## config.mk

```make
export PLATFORM = sky130hd
export DESIGN_NAME = mpw_timebase
export DESIGN_NICKNAME = d
export VERILOG_FILES = /design/src/rtl/mpw_pkg.sv /design/src/rtl/mpw_prescale.sv /design/src/rtl/mpw_timebase.sv
export SDC_FILE = /design/constraint.sdc
export NUM_CORES = 1
export LEC_CHECK = 0
export ABC_AREA = 1
export ABC_CLOCK_PERIOD_IN_PS = 2870
export BUFFER_PORTS_ARGS = -buffer_cell sky130_fd_sc_hd__buf_2
export CORE_AREA = 2 2 158 221
export CTS_BUF_LIST = sky130_fd_sc_hd__clkbuf_16
export DETAILED_ROUTE_END_ITERATION = 12
export DIE_AREA = 0 0 160 223
export SETUP_SLACK_MARGIN = 0.15
export SKIP_CTS_REPAIR_TIMING = 1
export SYNTH_ARGS = -nofsm -noshare
export SYNTH_HDL_FRONTEND = slang
export SYNTH_SLANG_ARGS = --single-unit
```

## constraint.sdc

```tcl
create_clock -name clk -period 2.87 [get_ports clk]
set_clock_uncertainty 0.15 [all_clocks]
set_input_delay 0.1435 -clock clk [delete_from_list [all_inputs] [get_ports clk]]
set_output_delay 0.1435 -clock clk [all_outputs]
set_load 0.005 [all_outputs]
```

## src/rtl/mpw_pkg.sv

```systemverilog
package mpw_pkg;

    // ----------------------------------------------------------------
    // widths and counts
    // ----------------------------------------------------------------
    localparam int MPW_COUNT_W = 15;
    localparam int MPW_DUTY_W = 16;
    localparam int MPW_PAIRS = 4;
    localparam int MPW_POST_W = 4;
    localparam int MPW_PRE_W = 6;

    // ----------------------------------------------------------------
    // prescaler: last count of each ratio, half-way count of 4, 16 and 64
    // ----------------------------------------------------------------
    localparam logic [5:0] MPW_LAST_1 = 6'h00;
    localparam logic [5:0] MPW_LAST_4 = 6'h03;
    localparam logic [5:0] MPW_LAST_16 = 6'h0f;
    localparam logic [5:0] MPW_LAST_64 = 6'h3f;
    localparam logic [5:0] MPW_MID_4 = 6'h01;
    localparam logic [5:0] MPW_MID_16 = 6'h07;
    localparam logic [5:0] MPW_MID_64 = 6'h1f;

    // ----------------------------------------------------------------
    // reset values
    // ----------------------------------------------------------------
    localparam logic [14:0] MPW_PERIOD_RST = 15'h0000;
    localparam logic [14:0] MPW_COUNT_RST = 15'h0000;
    localparam logic [15:0] MPW_DUTY_RST = 16'h0000;
    localparam logic [3:0] MPW_POST_RST = 4'h0;

    typedef enum logic [1:0] {
        MPW_FREE = 2'b00,
        MPW_SINGLE = 2'b01,
        MPW_UPDOWN = 2'b10,
        MPW_DOUBLE = 2'b11
    } mpw_mode_type;

    typedef enum logic [1:0] {
        MPW_PRE_1 = 2'b00,
        MPW_PRE_4 = 2'b01,
        MPW_PRE_16 = 2'b10,
        MPW_PRE_64 = 2'b11
    } mpw_pre_type;

endpackage

```

## src/rtl/mpw_prescale.sv

```systemverilog
`timescale 1ns/10ps
module mpw_prescale
    import mpw_pkg::*;
(
    input wire logic clk,
    input wire logic rst_n,
    input wire logic en,
    input wire logic clr,
    input wire logic [1:0] sel,
    output logic tick,
    output logic mid
);

    typedef struct packed {
        logic [MPW_PRE_W-1:0] cnt;
    } mpw_pre_state_type;

    mpw_pre_state_type s_r;
    mpw_pre_state_type s_nxt;

    // ----------------------------------------------------------------
    // ratio decoding
    // ----------------------------------------------------------------
    function automatic logic [5:0] last_of(input logic [1:0] k);
        case (k)
            MPW_PRE_1: last_of = MPW_LAST_1;
            MPW_PRE_4: last_of = MPW_LAST_4;
            MPW_PRE_16: last_of = MPW_LAST_16;
            default: last_of = MPW_LAST_64;
        endcase
    endfunction

    function automatic logic [5:0] mid_of(input logic [1:0] k);
        case (k)
            MPW_PRE_4: mid_of = MPW_MID_4;
            MPW_PRE_16: mid_of = MPW_MID_16;
            default: mid_of = MPW_MID_64;
        endcase
    endfunction

    // divide the instruction clock; mid marks the half-step point,
    // absent at 1:1 so the half-step bit then rounds to the next count
    always_comb
    begin
        s_nxt = s_r;
        tick = 1'b0;
        mid = 1'b0;
        if (clr)
        begin
            s_nxt.cnt = '0;
        end
        else if (en)
        begin
            mid = (sel != MPW_PRE_1) && (s_r.cnt == mid_of(sel));
            if (s_r.cnt == last_of(sel))
            begin
                tick = 1'b1;
                s_nxt.cnt = '0;
            end
            else
            begin
                s_nxt.cnt = s_r.cnt + 6'h01;
            end
        end
    end

    always_ff @(posedge clk or negedge rst_n)
    begin
        if (!rst_n)
            s_r <= '0;
        else
            s_r <= s_nxt;
    end

endmodule

```

## src/rtl/mpw_timebase.sv

```systemverilog
`timescale 1ns/10ps
// How it works
// - up/down modes: count rises to period, then falls from next edge
// - count_down_flag reads one while falling, zero while rising
// - mode 10: event when count reaches zero and turns up; postscalable
// - mode 11: event at zero and at period match; postscaler unused
// - input clock prescaled 1, 4, 16 or 64 by a two-bit select
// - count or control writes and reset clear both scalers; control writes keep the count
// - mode 00 match and mode 10 zero events divided 1:1 up to 1:16 by four-bit postscaler
// - 15-bit period buffered; loads at wrap or, in up/down, at zero
// - while stopped the period buffer copies straight to active period
// - edge modes: output active at count zero, inactive at duty match
// - edge: duty zero never active, duty above period always active
// - up/down: active on duty match falling, inactive on match rising
// - centre: duty zero never active, duty equal period always active
// - four 16-bit duties; low bit places the edge on a half step
// - each duty has a written buffer and an active compare value
// - edge: duty loads at wrap; stopped and not inhibited, continuously
// - up/down loads at zero, double also at match, always when stopped
// - instant apply puts a written duty straight into the comparator
// - instant apply stretches, shortens or starts the running pulse
// - duty n drives pair n, low pin the complement of the high pin
// - pair complementary while its independent bit is clear; reset so
// - mode 00: wrap to zero after match, event per match, postscalable
// - mode 01: wrap after match, clear run, one event, no postscale
// - period zero stops count and events and, while running, freezes period reloads
module mpw_timebase
    import mpw_pkg::*;
#(
    parameter int CW = MPW_COUNT_W,
    parameter int DW = MPW_DUTY_W,
    parameter int NPAIR = MPW_PAIRS
)(
    input wire logic clk,
    input wire logic rst_n,
    input wire logic ctrl_wr,
    input wire logic ctrl_run,
    input wire logic [1:0] ctrl_mode,
    input wire logic [1:0] input_prescale_select,
    input wire logic [3:0] match_postscale_select,
    input wire logic count_wr,
    input wire logic [CW-1:0] count_wdata,
    input wire logic period_wr,
    input wire logic [CW-1:0] period_wdata,
    input wire logic [NPAIR-1:0] duty_wr,
    input wire logic [DW-1:0] duty_wdata,
    input wire logic buffer_update_inhibit,
    input wire logic instant_duty_apply,
    input wire logic [NPAIR-1:0] pair_independent_select,
    output logic [CW-1:0] timebase_count,
    output logic count_down_flag,
    output logic timebase_run,
    output logic [CW-1:0] period_value,
    output logic timebase_event,
    output logic [NPAIR-1:0] pair_high_out,
    output logic [NPAIR-1:0] pair_low_out
);

    // ----------------------------------------------------------------
    // parameter checks
    // ----------------------------------------------------------------
    if (DW != CW + 1)
        $error("duty width must be count width plus one");
    if (NPAIR < 1 || NPAIR > MPW_PAIRS)
        $error("pair count out of range");

    typedef struct packed {
        logic [CW-1:0] count;
        logic down;
        logic run;
        logic half;
        logic [1:0] mode;
        logic [1:0] pre_sel;
        logic [MPW_POST_W-1:0] post_sel;
        logic [MPW_POST_W-1:0] post_cnt;
        logic [CW-1:0] per_buf;
        logic [CW-1:0] per_act;
        logic [NPAIR-1:0][DW-1:0] duty_buf;
        logic [NPAIR-1:0][DW-1:0] duty_act;
        logic evt;
        logic [NPAIR-1:0] hi;
        logic [NPAIR-1:0] lo;
    } mpw_state_type;

    mpw_state_type s_r;
    mpw_state_type s_nxt;
    logic tick;
    logic mid;
    logic scl_clr;

    // both scalers restart on count or control writes
    assign scl_clr = ctrl_wr || count_wr;

    // ----------------------------------------------------------------
    // input prescaler
    // ----------------------------------------------------------------
    mpw_prescale u_pre (
        .clk(clk),
        .rst_n(rst_n),
        .en(s_r.run),
        .clr(scl_clr),
        .sel(s_r.pre_sel),
        .tick(tick),
        .mid(mid)
    );

    // ----------------------------------------------------------------
    // comparator: {count, half} against the 16-bit duty
    // ----------------------------------------------------------------
    function automatic logic pair_on(
        input logic [DW-1:0] duty,
        input logic [DW-1:0] pos,
        input logic [CW-1:0] per,
        input logic centre
    );
        logic lt;
        lt = pos < duty;
        if (centre)
            pair_on = (duty != '0) && (lt || duty[DW-1:1] >= per);
        else
            pair_on = lt;
    endfunction

    // ----------------------------------------------------------------
    // time base, scalers, buffers and outputs
    // ----------------------------------------------------------------
    always_comb
    begin
        logic at_per;
        logic per_zero;
        logic step;
        logic centre;
        logic hit;
        logic scaled;
        logic ld;
        logic on;
        at_per = s_r.count == s_r.per_act;
        per_zero = s_r.per_act == '0;
        centre = s_r.mode[1];
        hit = 1'b0;
        scaled = 1'b0;
        ld = 1'b0;
        on = 1'b0;
        s_nxt = s_r;
        s_nxt.evt = 1'b0;
        // a count or control write in the same cycle takes the edge, so no advance races it
        step = s_r.run && tick && !per_zero && !scl_clr;

        if (step)
        begin
            case (s_r.mode)
                MPW_FREE, MPW_SINGLE:
                begin
                    s_nxt.down = 1'b0;
                    if (at_per)
                    begin
                        s_nxt.count = '0;
                        hit = 1'b1;
                        ld = 1'b1;
                        scaled = (s_r.mode == MPW_FREE);
                        if (s_r.mode == MPW_SINGLE)
                            s_nxt.run = 1'b0;
                    end
                    else
                    begin
                        s_nxt.count = s_r.count + CW'(1);
                    end
                end
                default:
                begin
                    if (!s_r.down)
                    begin
                        if (at_per)
                        begin
                            s_nxt.down = 1'b1;
                            s_nxt.count = s_r.count - CW'(1);
                            if (s_r.mode == MPW_DOUBLE)
                            begin
                                hit = 1'b1;
                                ld = 1'b1;
                            end
                        end
                        else
                        begin
                            s_nxt.count = s_r.count + CW'(1);
                        end
                    end
                    else if (s_r.count == '0)
                    begin
                        s_nxt.down = 1'b0;
                        s_nxt.count = s_r.count + CW'(1);
                        ld = 1'b1;
                    end
                    else
                    begin
                        s_nxt.count = s_r.count - CW'(1);
                        if (s_r.count == CW'(1))
                        begin
                            hit = 1'b1;
                            scaled = (s_r.mode == MPW_UPDOWN);
                        end
                    end
                end
            endcase
        end

        // half-step phase within one count
        if (scl_clr || tick)
            s_nxt.half = 1'b0;
        else if (mid)
            s_nxt.half = 1'b1;

        // postscaler: ratio is select plus one
        if (scl_clr)
            s_nxt.post_cnt = '0;
        else if (hit)
        begin
            if (!scaled)
                s_nxt.evt = 1'b1;
            else if (s_r.post_cnt == s_r.post_sel)
            begin
                s_nxt.evt = 1'b1;
                s_nxt.post_cnt = '0;
            end
            else
                s_nxt.post_cnt = s_r.post_cnt + MPW_POST_W'(1);
        end

        // control and count writes; the count is not touched by control
        if (ctrl_wr)
        begin
            s_nxt.run = ctrl_run;
            s_nxt.mode = ctrl_mode;
            s_nxt.pre_sel = input_prescale_select;
            s_nxt.post_sel = match_postscale_select;
        end
        if (count_wr)
            s_nxt.count = count_wdata;

        // period double buffer
        if (period_wr)
            s_nxt.per_buf = period_wdata;
        if (!s_r.run)
            s_nxt.per_act = s_r.per_buf;
        else if (ld)
            s_nxt.per_act = s_r.per_buf;

        // duty double buffers; instant apply bypasses the reload point
        for (int i = 0; i < NPAIR; i++)
        begin
            if (duty_wr[i])
                s_nxt.duty_buf[i] = duty_wdata;
            if (!s_r.run)
            begin
                if (centre || !buffer_update_inhibit)
                    s_nxt.duty_act[i] = s_r.duty_buf[i];
            end
            else if (ld)
                s_nxt.duty_act[i] = s_r.duty_buf[i];
            if (duty_wr[i] && instant_duty_apply)
                s_nxt.duty_act[i] = duty_wdata;
        end

        // level compare, so an instant write reshapes the live pulse
        for (int i = 0; i < NPAIR; i++)
        begin
            on = pair_on(s_r.duty_act[i], {s_r.count, s_r.half},
                s_r.per_act, centre);
            s_nxt.hi[i] = on;
            s_nxt.lo[i] = pair_independent_select[i] ? on : !on;
        end
    end

    // reset leaves every pair complementary with its high pin inactive
    always_ff @(posedge clk or negedge rst_n)
    begin
        if (!rst_n)
        begin
            s_r <= '0;
            s_r.count <= MPW_COUNT_RST;
            s_r.per_buf <= MPW_PERIOD_RST;
            s_r.per_act <= MPW_PERIOD_RST;
            s_r.post_cnt <= MPW_POST_RST;
            s_r.lo <= '1;
        end
        else
        begin
            s_r <= s_nxt;
        end
    end

    // ----------------------------------------------------------------
    // outputs
    // ----------------------------------------------------------------
    assign timebase_count = s_r.count;
    assign count_down_flag = s_r.down;
    assign timebase_run = s_r.run;
    assign period_value = s_r.per_act;
    assign timebase_event = s_r.evt;
    assign pair_high_out = s_r.hi;
    assign pair_low_out = s_r.lo;
endmodule

```

**Word-level counts from Yosys, hierarchy flattened**

Index checks and enable logic that the tools add are counted.
Widths: inputs -> output; s select.

- Add/subtract/negate cells: 4
- Mux-type cells: 80
- Reductions and logical operators: 55
- Order comparisons: 8
- Equal/unequal tests: 15

Operator list:

| kind | count |
|---|---|
| $mux 16 | 18 |
| $mux 15 | 6 |
| $lt 16x16->1 | 4 |
| $reduce_bool 16->1 | 4 |
| $ge 15x15->1 | 4 |
| $mux 1 | 42 |
| $mux 6 | 7 |
| $logic_not 15->1 | 2 |
| $reduce_bool 2->1 | 10 |
| $pmux 6 s3 | 1 |
| $mux 17 | 1 |
| $mux 4 | 4 |
| $add 15x1->15 const B | 1 |
| $eq 15x1->1 const B | 1 |
| $eq 15x15->1 | 1 |
| $sub 15x1->15 const B | 1 |
| $eq 6x6->1 | 2 |
| $logic_and 1x1->1 | 12 |
| $ne 3x1->1 const B | 4 |
| $reduce_bool 3->1 | 4 |
| $pmux 5 s2 | 1 |
| $reduce_and 2->1 | 5 |
| $logic_not 1->1 | 7 |
| $logic_or 1x1->1 | 7 |
| 9 further kinds | 13 |

- Logic and storage cells: 184
- Register bits after elaboration: 203
- Output and inout port bits: 41
- Bits of input ports: 70

**Depth between registers and ports, before layout**

Gate-level depths: netlist (run 1).

- Depth after elaboration: 15
- Mapped depth: 16
- Depth with buffers taken out: 15

**By module**

A second synthesis (run 1) with hierarchy kept.

- Cell total of the unflattened synthesis: 1,746
- Area total of the unflattened synthesis: 13,519.2 um2

Modules (own cells, without submodules):

| module | times used | seq. area each (um2) | area each (um2) | cells an instance |
|---|---|---|---|---|
| mpw_timebase | 1 | 4,934.7 | 12,947.4 | 1,664 |
| mpw_prescale | 1 | 150.1 | 571.8 | 82 |

**Least setup slack after synthesis (run 1)**

OpenSTA, ideal clock, no wires.

- Path kind: reg2reg
- Start: register s_r (netlist bit timebase_count[0])
- End: register s_r[10] (netlist name)
- Required time: 2.654 ns
- Path buffers: 1
- Arrival time: 1.949 ns
- Slack: 0.705 ns
- Period minus slack after synthesis: 2.165 ns
- Setup time: 0.066 ns
- Cell stages (with the launch flop): 13
- Cell sequence: dfrtp_1 inv_1 ha_1 nand2_2 nor2_4 nand2_1 nand3_2 a21boi_2 nand3_4 nand3_4 buf_6 nand3_1 nand2_1

- Longest elaborated chain between the ends: 7
- Elaborated cells between the ends (all ways): 10
- Those cells by class: 2 x eq/ne; 6 x mux; 2 x reduce/logical

RTL lines:

| what | line | source |
|---|---|---|
| from (decl) | mpw_timebase.sv:85 | `mpw_state_type s_r;` |
| from (signal assigned) | mpw_timebase.sv:288 | `s_r <= s_nxt;` |
| $eq 15x15->1 / $logic_not 15->1 (equally long branches) | mpw_timebase.sv:137, mpw_timebase.sv:188 |  |
| $mux 1 (on tied branches) | mpw_timebase.sv:173, mpw_timebase.sv:188 |  |
| $mux 1 | mpw_timebase.sv:171 | `if (!s_r.down)` |
| $mux 1 * | mpw_timebase.sv:151 | `case (s_r.mode)` |
| $mux 1 * | mpw_timebase.sv:149 | `if (step)` |
| $ne 3x1->1 (no line) * | - |  |
| $reduce_and 2->1 (no line) * | - |  |

Every way passes the cells marked *; elsewhere a longest branch is shown, timed or not.
A chain may end at the register's enable or synchronous reset.

**Worst setup path in the final report (run 1)**

- Start: register s_r (netlist bit period_value[9])
- End: register s_r (netlist bit timebase_count[2])

- Longest elaborated chain between the ends: 6
- Elaborated cells between the ends (all ways): 12
- Those cells by class: 1 x eq/ne; 6 x mux; 5 x reduce/logical

RTL lines:

| what | line | source |
|---|---|---|
| $eq 15x15->1 | mpw_timebase.sv:137 | `at_per = s_r.count == s_r.per_act;` |
| $mux 15 | mpw_timebase.sv:173 | `if (at_per)` |
| $mux 16 | mpw_timebase.sv:171 |  |
| $mux 16 | mpw_timebase.sv:151 |  |
| $mux 17 | mpw_timebase.sv:149 |  |
| $mux 15 | mpw_timebase.sv:237 | `if (count_wr)` |

Several ways; a longest one is shown, not always the timed one. The select of a mux whose other input is x is not followed.

==> out/results.txt, run 1 <==
Final Cell Area = 16,000 um2
Yosys cell types = 42
Critical path data required time = 3190 ps
Crit Path Class = register to register
CTS Buffer Depth = 3
H-tree levels = 1
Diode count = 0
Seq cells post-synth = 203
# nets final = 2,100
Initial Utilization = 39.3%
Peak supply drop = 504 uV
Most common cell after layout, fill and taps aside = nand2_1
Rel. slew slack = 55.3%
Most frequent cells in the layout = nand2_1, dfrtp_1, nand3_1
Largest net degree at the start of global routing = 75
Number of synthesized flops with an enable pin = 0
Largest cells by area after synthesis = dfrtp_1, ha_1, nand2_1
Total number of vias = 12,300
Register area share after synthesis = 38.2%
Crit path max fanout = 7
RSZ-0062 raised after global routing = no
First-pass GRT wire length = 65,900 um
Initial antenna violation count = 0
Final GP Congestion = 0.969
Vias in the first global route = 11,700
DRC = 0
LEAKAGE = 0.00803 uW
Failing checks = negative hold slack
Layout area overhead = 20.5%
Core Footprint = 33,800 um2
Min-Delay Path Class = primary input to register
Post-layout min period = 2510 ps
DP HPWL = 31,900 um
Final wirelength = 42,800 um
Asr flop ratio synth = 100%
Hold Vio Cnt, Final = 37
Num CTS Buffers = 23
Routed Antenna Nets = 0
CTS root buffer = clkbuf_16
Aggregate global routing overflow = 0
# IOs = 111
Outcome = complete, but fails checks
Worst-path clk slew = 60 ps
1st-iter DRT viols = 940
Syn Area/Cell = 7.74 um2
Worst-Skew Late Latency = 540 ps
Global Route Usage Sum = 23.5%
Wirelength per Cell = 18.1 um
Die footprint = 35,700 um2
Warnings from Yosys = 0
Die Ht = 223 um
# clock sinks = 203
# rows = 80
Post-synthesis instance area = 13,300 um2
CTS tree = built
Pre-CTS setup slack = 229 ps
Setup TNS = 0 ps
Final Instance Count excl. Fillers = 2,367
Final setup fails = 0
Cell count after synthesis = 1,719
Crit path arrival time = 2830 ps
Die Wd = 160 um
Final period util = 87.4%
Share of cells above drive strength 1 = 13.0%
Placed cell count = 2,231
1st-pass router iterations = 6
Max-Cap Viols = 0
Fmax = 398 MHz
PwrDens = 605 nW/um2
Placed Instance Area = 14,300 um2
Post-synth top area share = 37.4%
Net Count, Synth = 1,918
Number of port buffers = 110
Worst hold slack = -42.8 ps
Slew Limit Fails = 0
DR vias/cell = 5.19
Fin worst setup slack = 360 ps
Crit start category = register
Ys flop type = dfrtp_1
Worst-margin pin slew = 670 ps
Area leader, netlist = dfrtp_1
CP Capture Type = register
sequential cells by signal, summed over array words and instances, names as in the netlist:
register	count
period_value	15
count_down_flag	1
u_pre.s_r	6
pair_low_out	4
pair_high_out	4
s_r	156
timebase_event	1
timebase_count	15
timebase_run	1
per-stage QoR:
step | utilization [%] | power (uW)
final | 47.4 | 9690
after global placement | 42.2 | 6370
after floorplan | - | 5520
after CTS | 44.5 | 9630
after detailed placement | 42.2 | 6460
after global routing | 47.4 | 10300
synth_stat cells, types with 9 or more instances:
library cell  instances
a21oi_1             141
buf_4                38
buf_6                10
clkbuf_1             46
dfrtp_1             199
ha_1                129
inv_1               164
mux2_2               17
nand2_1             377
nand3_1             177
nand4_1              39
nor2_1              129
nor3_1               12
nor4_1               14
o21ai_0             138
o22ai_1               9
xor2_1               19
power by group:
group          internal, uW  switching (uW)
clock                  1840            1290
sequential             3260             378
combinational          1180            1740
total                  6280            3410
cell type report:
cell class / count / area (um2)
Multi-Input combinational cell: 1239 / 6960
Inverter: 169 / 634
Sequential cell: 203 / 5080
Clock buffer: 23 / 576
Fill cell: 3392 / 17800
Timing Repair Buffer: 265 / 2000
Clock inverter: 17 / 206
Tap cell: 451 / 564
critical path: stages, from the launching register on:
cell and delay (ps):
dfrtp_1 400, inv_1 250, nand2_1 130, nand2_1 60
nor2_1 90, nand2_1 60, nor2_1 160, nand2_1 140
o21ai_1 340, inv_1 260, o22ai_1 250, nand2_1 70
nand2_1 80
worst paths after layout:
check,from,to,slack (ps),cells past startpoint
min reg2reg,s_r[154],period_value[2],330,2
min,count_wr,timebase_count[4],-40,5
min in group asynchronous,rst_n,u_pre.s_r[5],70,2
max reg2reg,period_value[9],timebase_count[2],360,12
max,period_value[9],timebase_count[2],360,12
max in group asynchronous,rst_n,pair_low_out[1],1660,3
layer usage:
layer	vias to the layer above	track usage (%)	wire length, um
li1	6081	-	-
met1	5769	27.9	17300
met2	316	42.2	21500
met3	107	2.58	1660
met4	0	11.8	2350
met5	-	0	0
cell families after synthesis:
| logic type | share of synthesized area (%) |
|---|---|
| flops | 38.2 |
| fa+ha+maj | 12.1 |
| xor+xnor | 1.45 |
| compound gates | 11.9 |
| simple gates | 25.3 |
| mux | 1.44 |
| buf+inv | 9.53 |
Power figures use the tool's default switching activity.
==> inputs of run 2 (changes only) <==
- BUFFER_PORTS_ARGS: -buffer_cell sky130_fd_sc_hd__buf_2 -> unset
- DONT_BUFFER_PORTS: unset -> 1
- TNS_END_PERCENT: unset -> 5
==> run 2 against run 1 <==
Net effect: the run still ends with negative hold slack left; cell count shrank 5.4%; sequential power is essentially flat; first-iteration DRC count shrank 6.8%; routed wire length shrank 2.3%; sequential cell count is the same; global-route usage shrank 1.0 points; clock power shrank 12%; non-clock buffer count shrank 129; worst setup slack lost 150 ps; die area is the same; largest cell class unchanged; largest power group unchanged; highest routed layer unchanged.
==> out/results.txt, run 2 (synthesized netlist as in run 1, its figures left out) <==
Number of port buffers = 0 (-100%)
H-tree levels = 1 (unchanged)
Diode count = 0 (unchanged)
Routed Antenna Nets = 0 (unchanged)
Combinational power share = 29.5% (-0.7 points)
Share of cells above drive strength 1 = 7.33% (-5.7 points)
1st-pass router iterations = 6 (unchanged)
Worst path cell trace = inv_1, nand2_1, nand2_1, nor2_1, nand2_1, nor2_1, nand2_1, nand2_1, nand3_1, o21ai_4, buf_12, buf_6, nand2_1, o21ai_0
# rows = 80 (unchanged)
Post-layout min period = 2660 ps (+150 ps)
RSZ-0062 raised after global routing = yes
CP max stage delay = 480 ps (+80 ps)
# IOs = 111 (unchanged)
Global Route Usage Sum = 22.5% (-1.0 points)
P_int = 5840 uW (-6.9%)
PwrDens = 600 nW/um2 (-0.75%)
Layout area overhead = 14.5%
R2R setup slack = 210 ps (-150 ps)
Multi-input logic area = 6990 um2 (+0.49%)
FF/Latch Area = 5090 um2 (about the same)
Wirelength per Cell = 18.7 um (+3.3%)
Final period util = 92.7% (+5.2 points)
CTS root buffer = clkbuf_16
Peak supply drop = 417 uV (-17%)
# clock sinks = 203 (unchanged)
Fmax = 376 MHz (-5.7%)
First-pass GRT wire length = 63,100 um (-4.4%)
LEAKAGE = 0.00744 uW (-7.3%)
DP HPWL = 30,900 um (-3.0%)
Flop pwr share = 40.1% (+2.6 points)
Crit path arrival time = 2970 ps (+140 ps)
Final setup fails = 0 (unchanged)
Largest net degree at the start of global routing = 204 (+170%)
CTS Buffer Depth = 3 (unchanged)
Total number of vias = 11,800 (-4.2%)
Clock power share = 30.4% (-1.9 points)
Switching share of power = 36.0% (+0.86 points)
Worst-Skew Late Latency = 550 ps (about the same)
Setup TNS = 0 ps (unchanged)
DR vias/cell = 5.25 (+1.3%)
Rel. slew slack = 29.6% (-26 points)
PnR Total Power = 9140 uW (-5.7%)
Worst hold slack = -851 ps (-808 ps)
Worst-path clk slew = 60 ps (about the same)
Final GP Congestion = 0.943 (-2.7%)
Max-Cap Viols = 0 (unchanged)
Core Footprint = 33,800 um2 (unchanged)
Final wirelength = 41,900 um (-2.3%)
CP most frequent cell = nand2_1
Aggregate global routing overflow = 0 (unchanged)
Largest reg by FF count = s_r
Most common cell after layout, fill and taps aside = nand2_1
Worst-margin pin slew = 1050 ps (+383 ps)
Placed Instance Area = 13,600 um2 (-5.0%)
Num CTS Buffers = 22 (-4.3%)
Final Cell Area = 15,200 um2 (-5.0%)
Die Ht = 223 um (unchanged)
Slowest CP cell = dfrtp_1
P_sw = 3290 uW (-3.4%)
Fillcell total = 3,400 (+0.24%)
Outcome = complete, but fails checks
Initial Utilization = 39.3% (unchanged)
Die Wd = 160 um (unchanged)
DRC = 0 (unchanged)
Failing checks = negative hold slack
Crit Path Class = register to register
CP Capture Type = register
Crit path max fanout = 30 (+23)
Most frequent cells in the layout = nand2_1, dfrtp_1, nand3_1
Vias in the first global route = 11,100 (-4.8%)
# nets final = 1,971 (-6.1%)
Initial antenna violation count = 0 (unchanged)
CTS tree = built
Min-Delay Path Class = primary input to asynchronous set/reset pin
Hold Vio Cnt, Final = 203 (+450%)
Crit start category = register
Max reg flops = 156 (unchanged)
Slew Limit Fails = 0 (unchanged)
Critical path data required time = 3180 ps (about the same)
Die footprint = 35,700 um2 (unchanged)
1st-iter DRT viols = 876 (-6.8%)
run 2: area by class of cell:
cell class / instances / share of cell area, %
clock buffers: 22 / 3.61
inverters: 169 / 4.21
clock inverters: 18 / 0.928
well taps: 451 / 3.71
repair buffers: 136 / 8.22
flip-flops and latches: 203 / 33.4
multi-input cells: 1240 / 45.9
run 2: worst max-delay path, delay by kind of cell (launching register included):
kind / cells / cell delay (ps)
flip-flops: 1 / 480
AO/OA/AOI/OAI: 2 / 280
buffers and inverters: 3 / 670
AND/OR/NAND/NOR: 9 / 970
run 2: layer usage:
layer  wire (um)  global-route usage [%]  vias up
li1            -                       -     5830
met1       16400                    25.7     5458
met2       20900                    39.9      346
met3        2190                    4.07      125
met4        2380                    11.9        0
met5           0                       0        -
run 2: power groups by stage:
stage                     registers [uW]  clock network (uW)  logic [uW]
after detailed placement            3710                   0        2500
after global placement              3700                   0        2420
final                               3660                2770        2700
after floorplan                     3550                   0        1980
after CTS                           3660                2840        2510
after global routing                3720                2940        3080
run 2: path summary, 6_finish.rpt:
check | end | start | cells past startpoint
max | period_value[11] | period_value[4] | 14
min | u_pre.s_r[5] | rst_n | 0
max reg2reg | period_value[11] | period_value[4] | 14
min reg2reg | period_value[0] | s_r[152] | 2
max in group asynchronous | pair_low_out[2] | rst_n | 0
min in group clk | s_r[26] | instant_duty_apply | 4
run 2: through the flow:
step,utilization (%),std cells,setup slack [ps]
floorplan,-,1719,705
global placement,40.1,2106,80.7
detailed placement,40.1,2106,41.3
CTS,42.1,2146,21.0
global route,45.0,2239,75.9
finish,45.0,2239,210
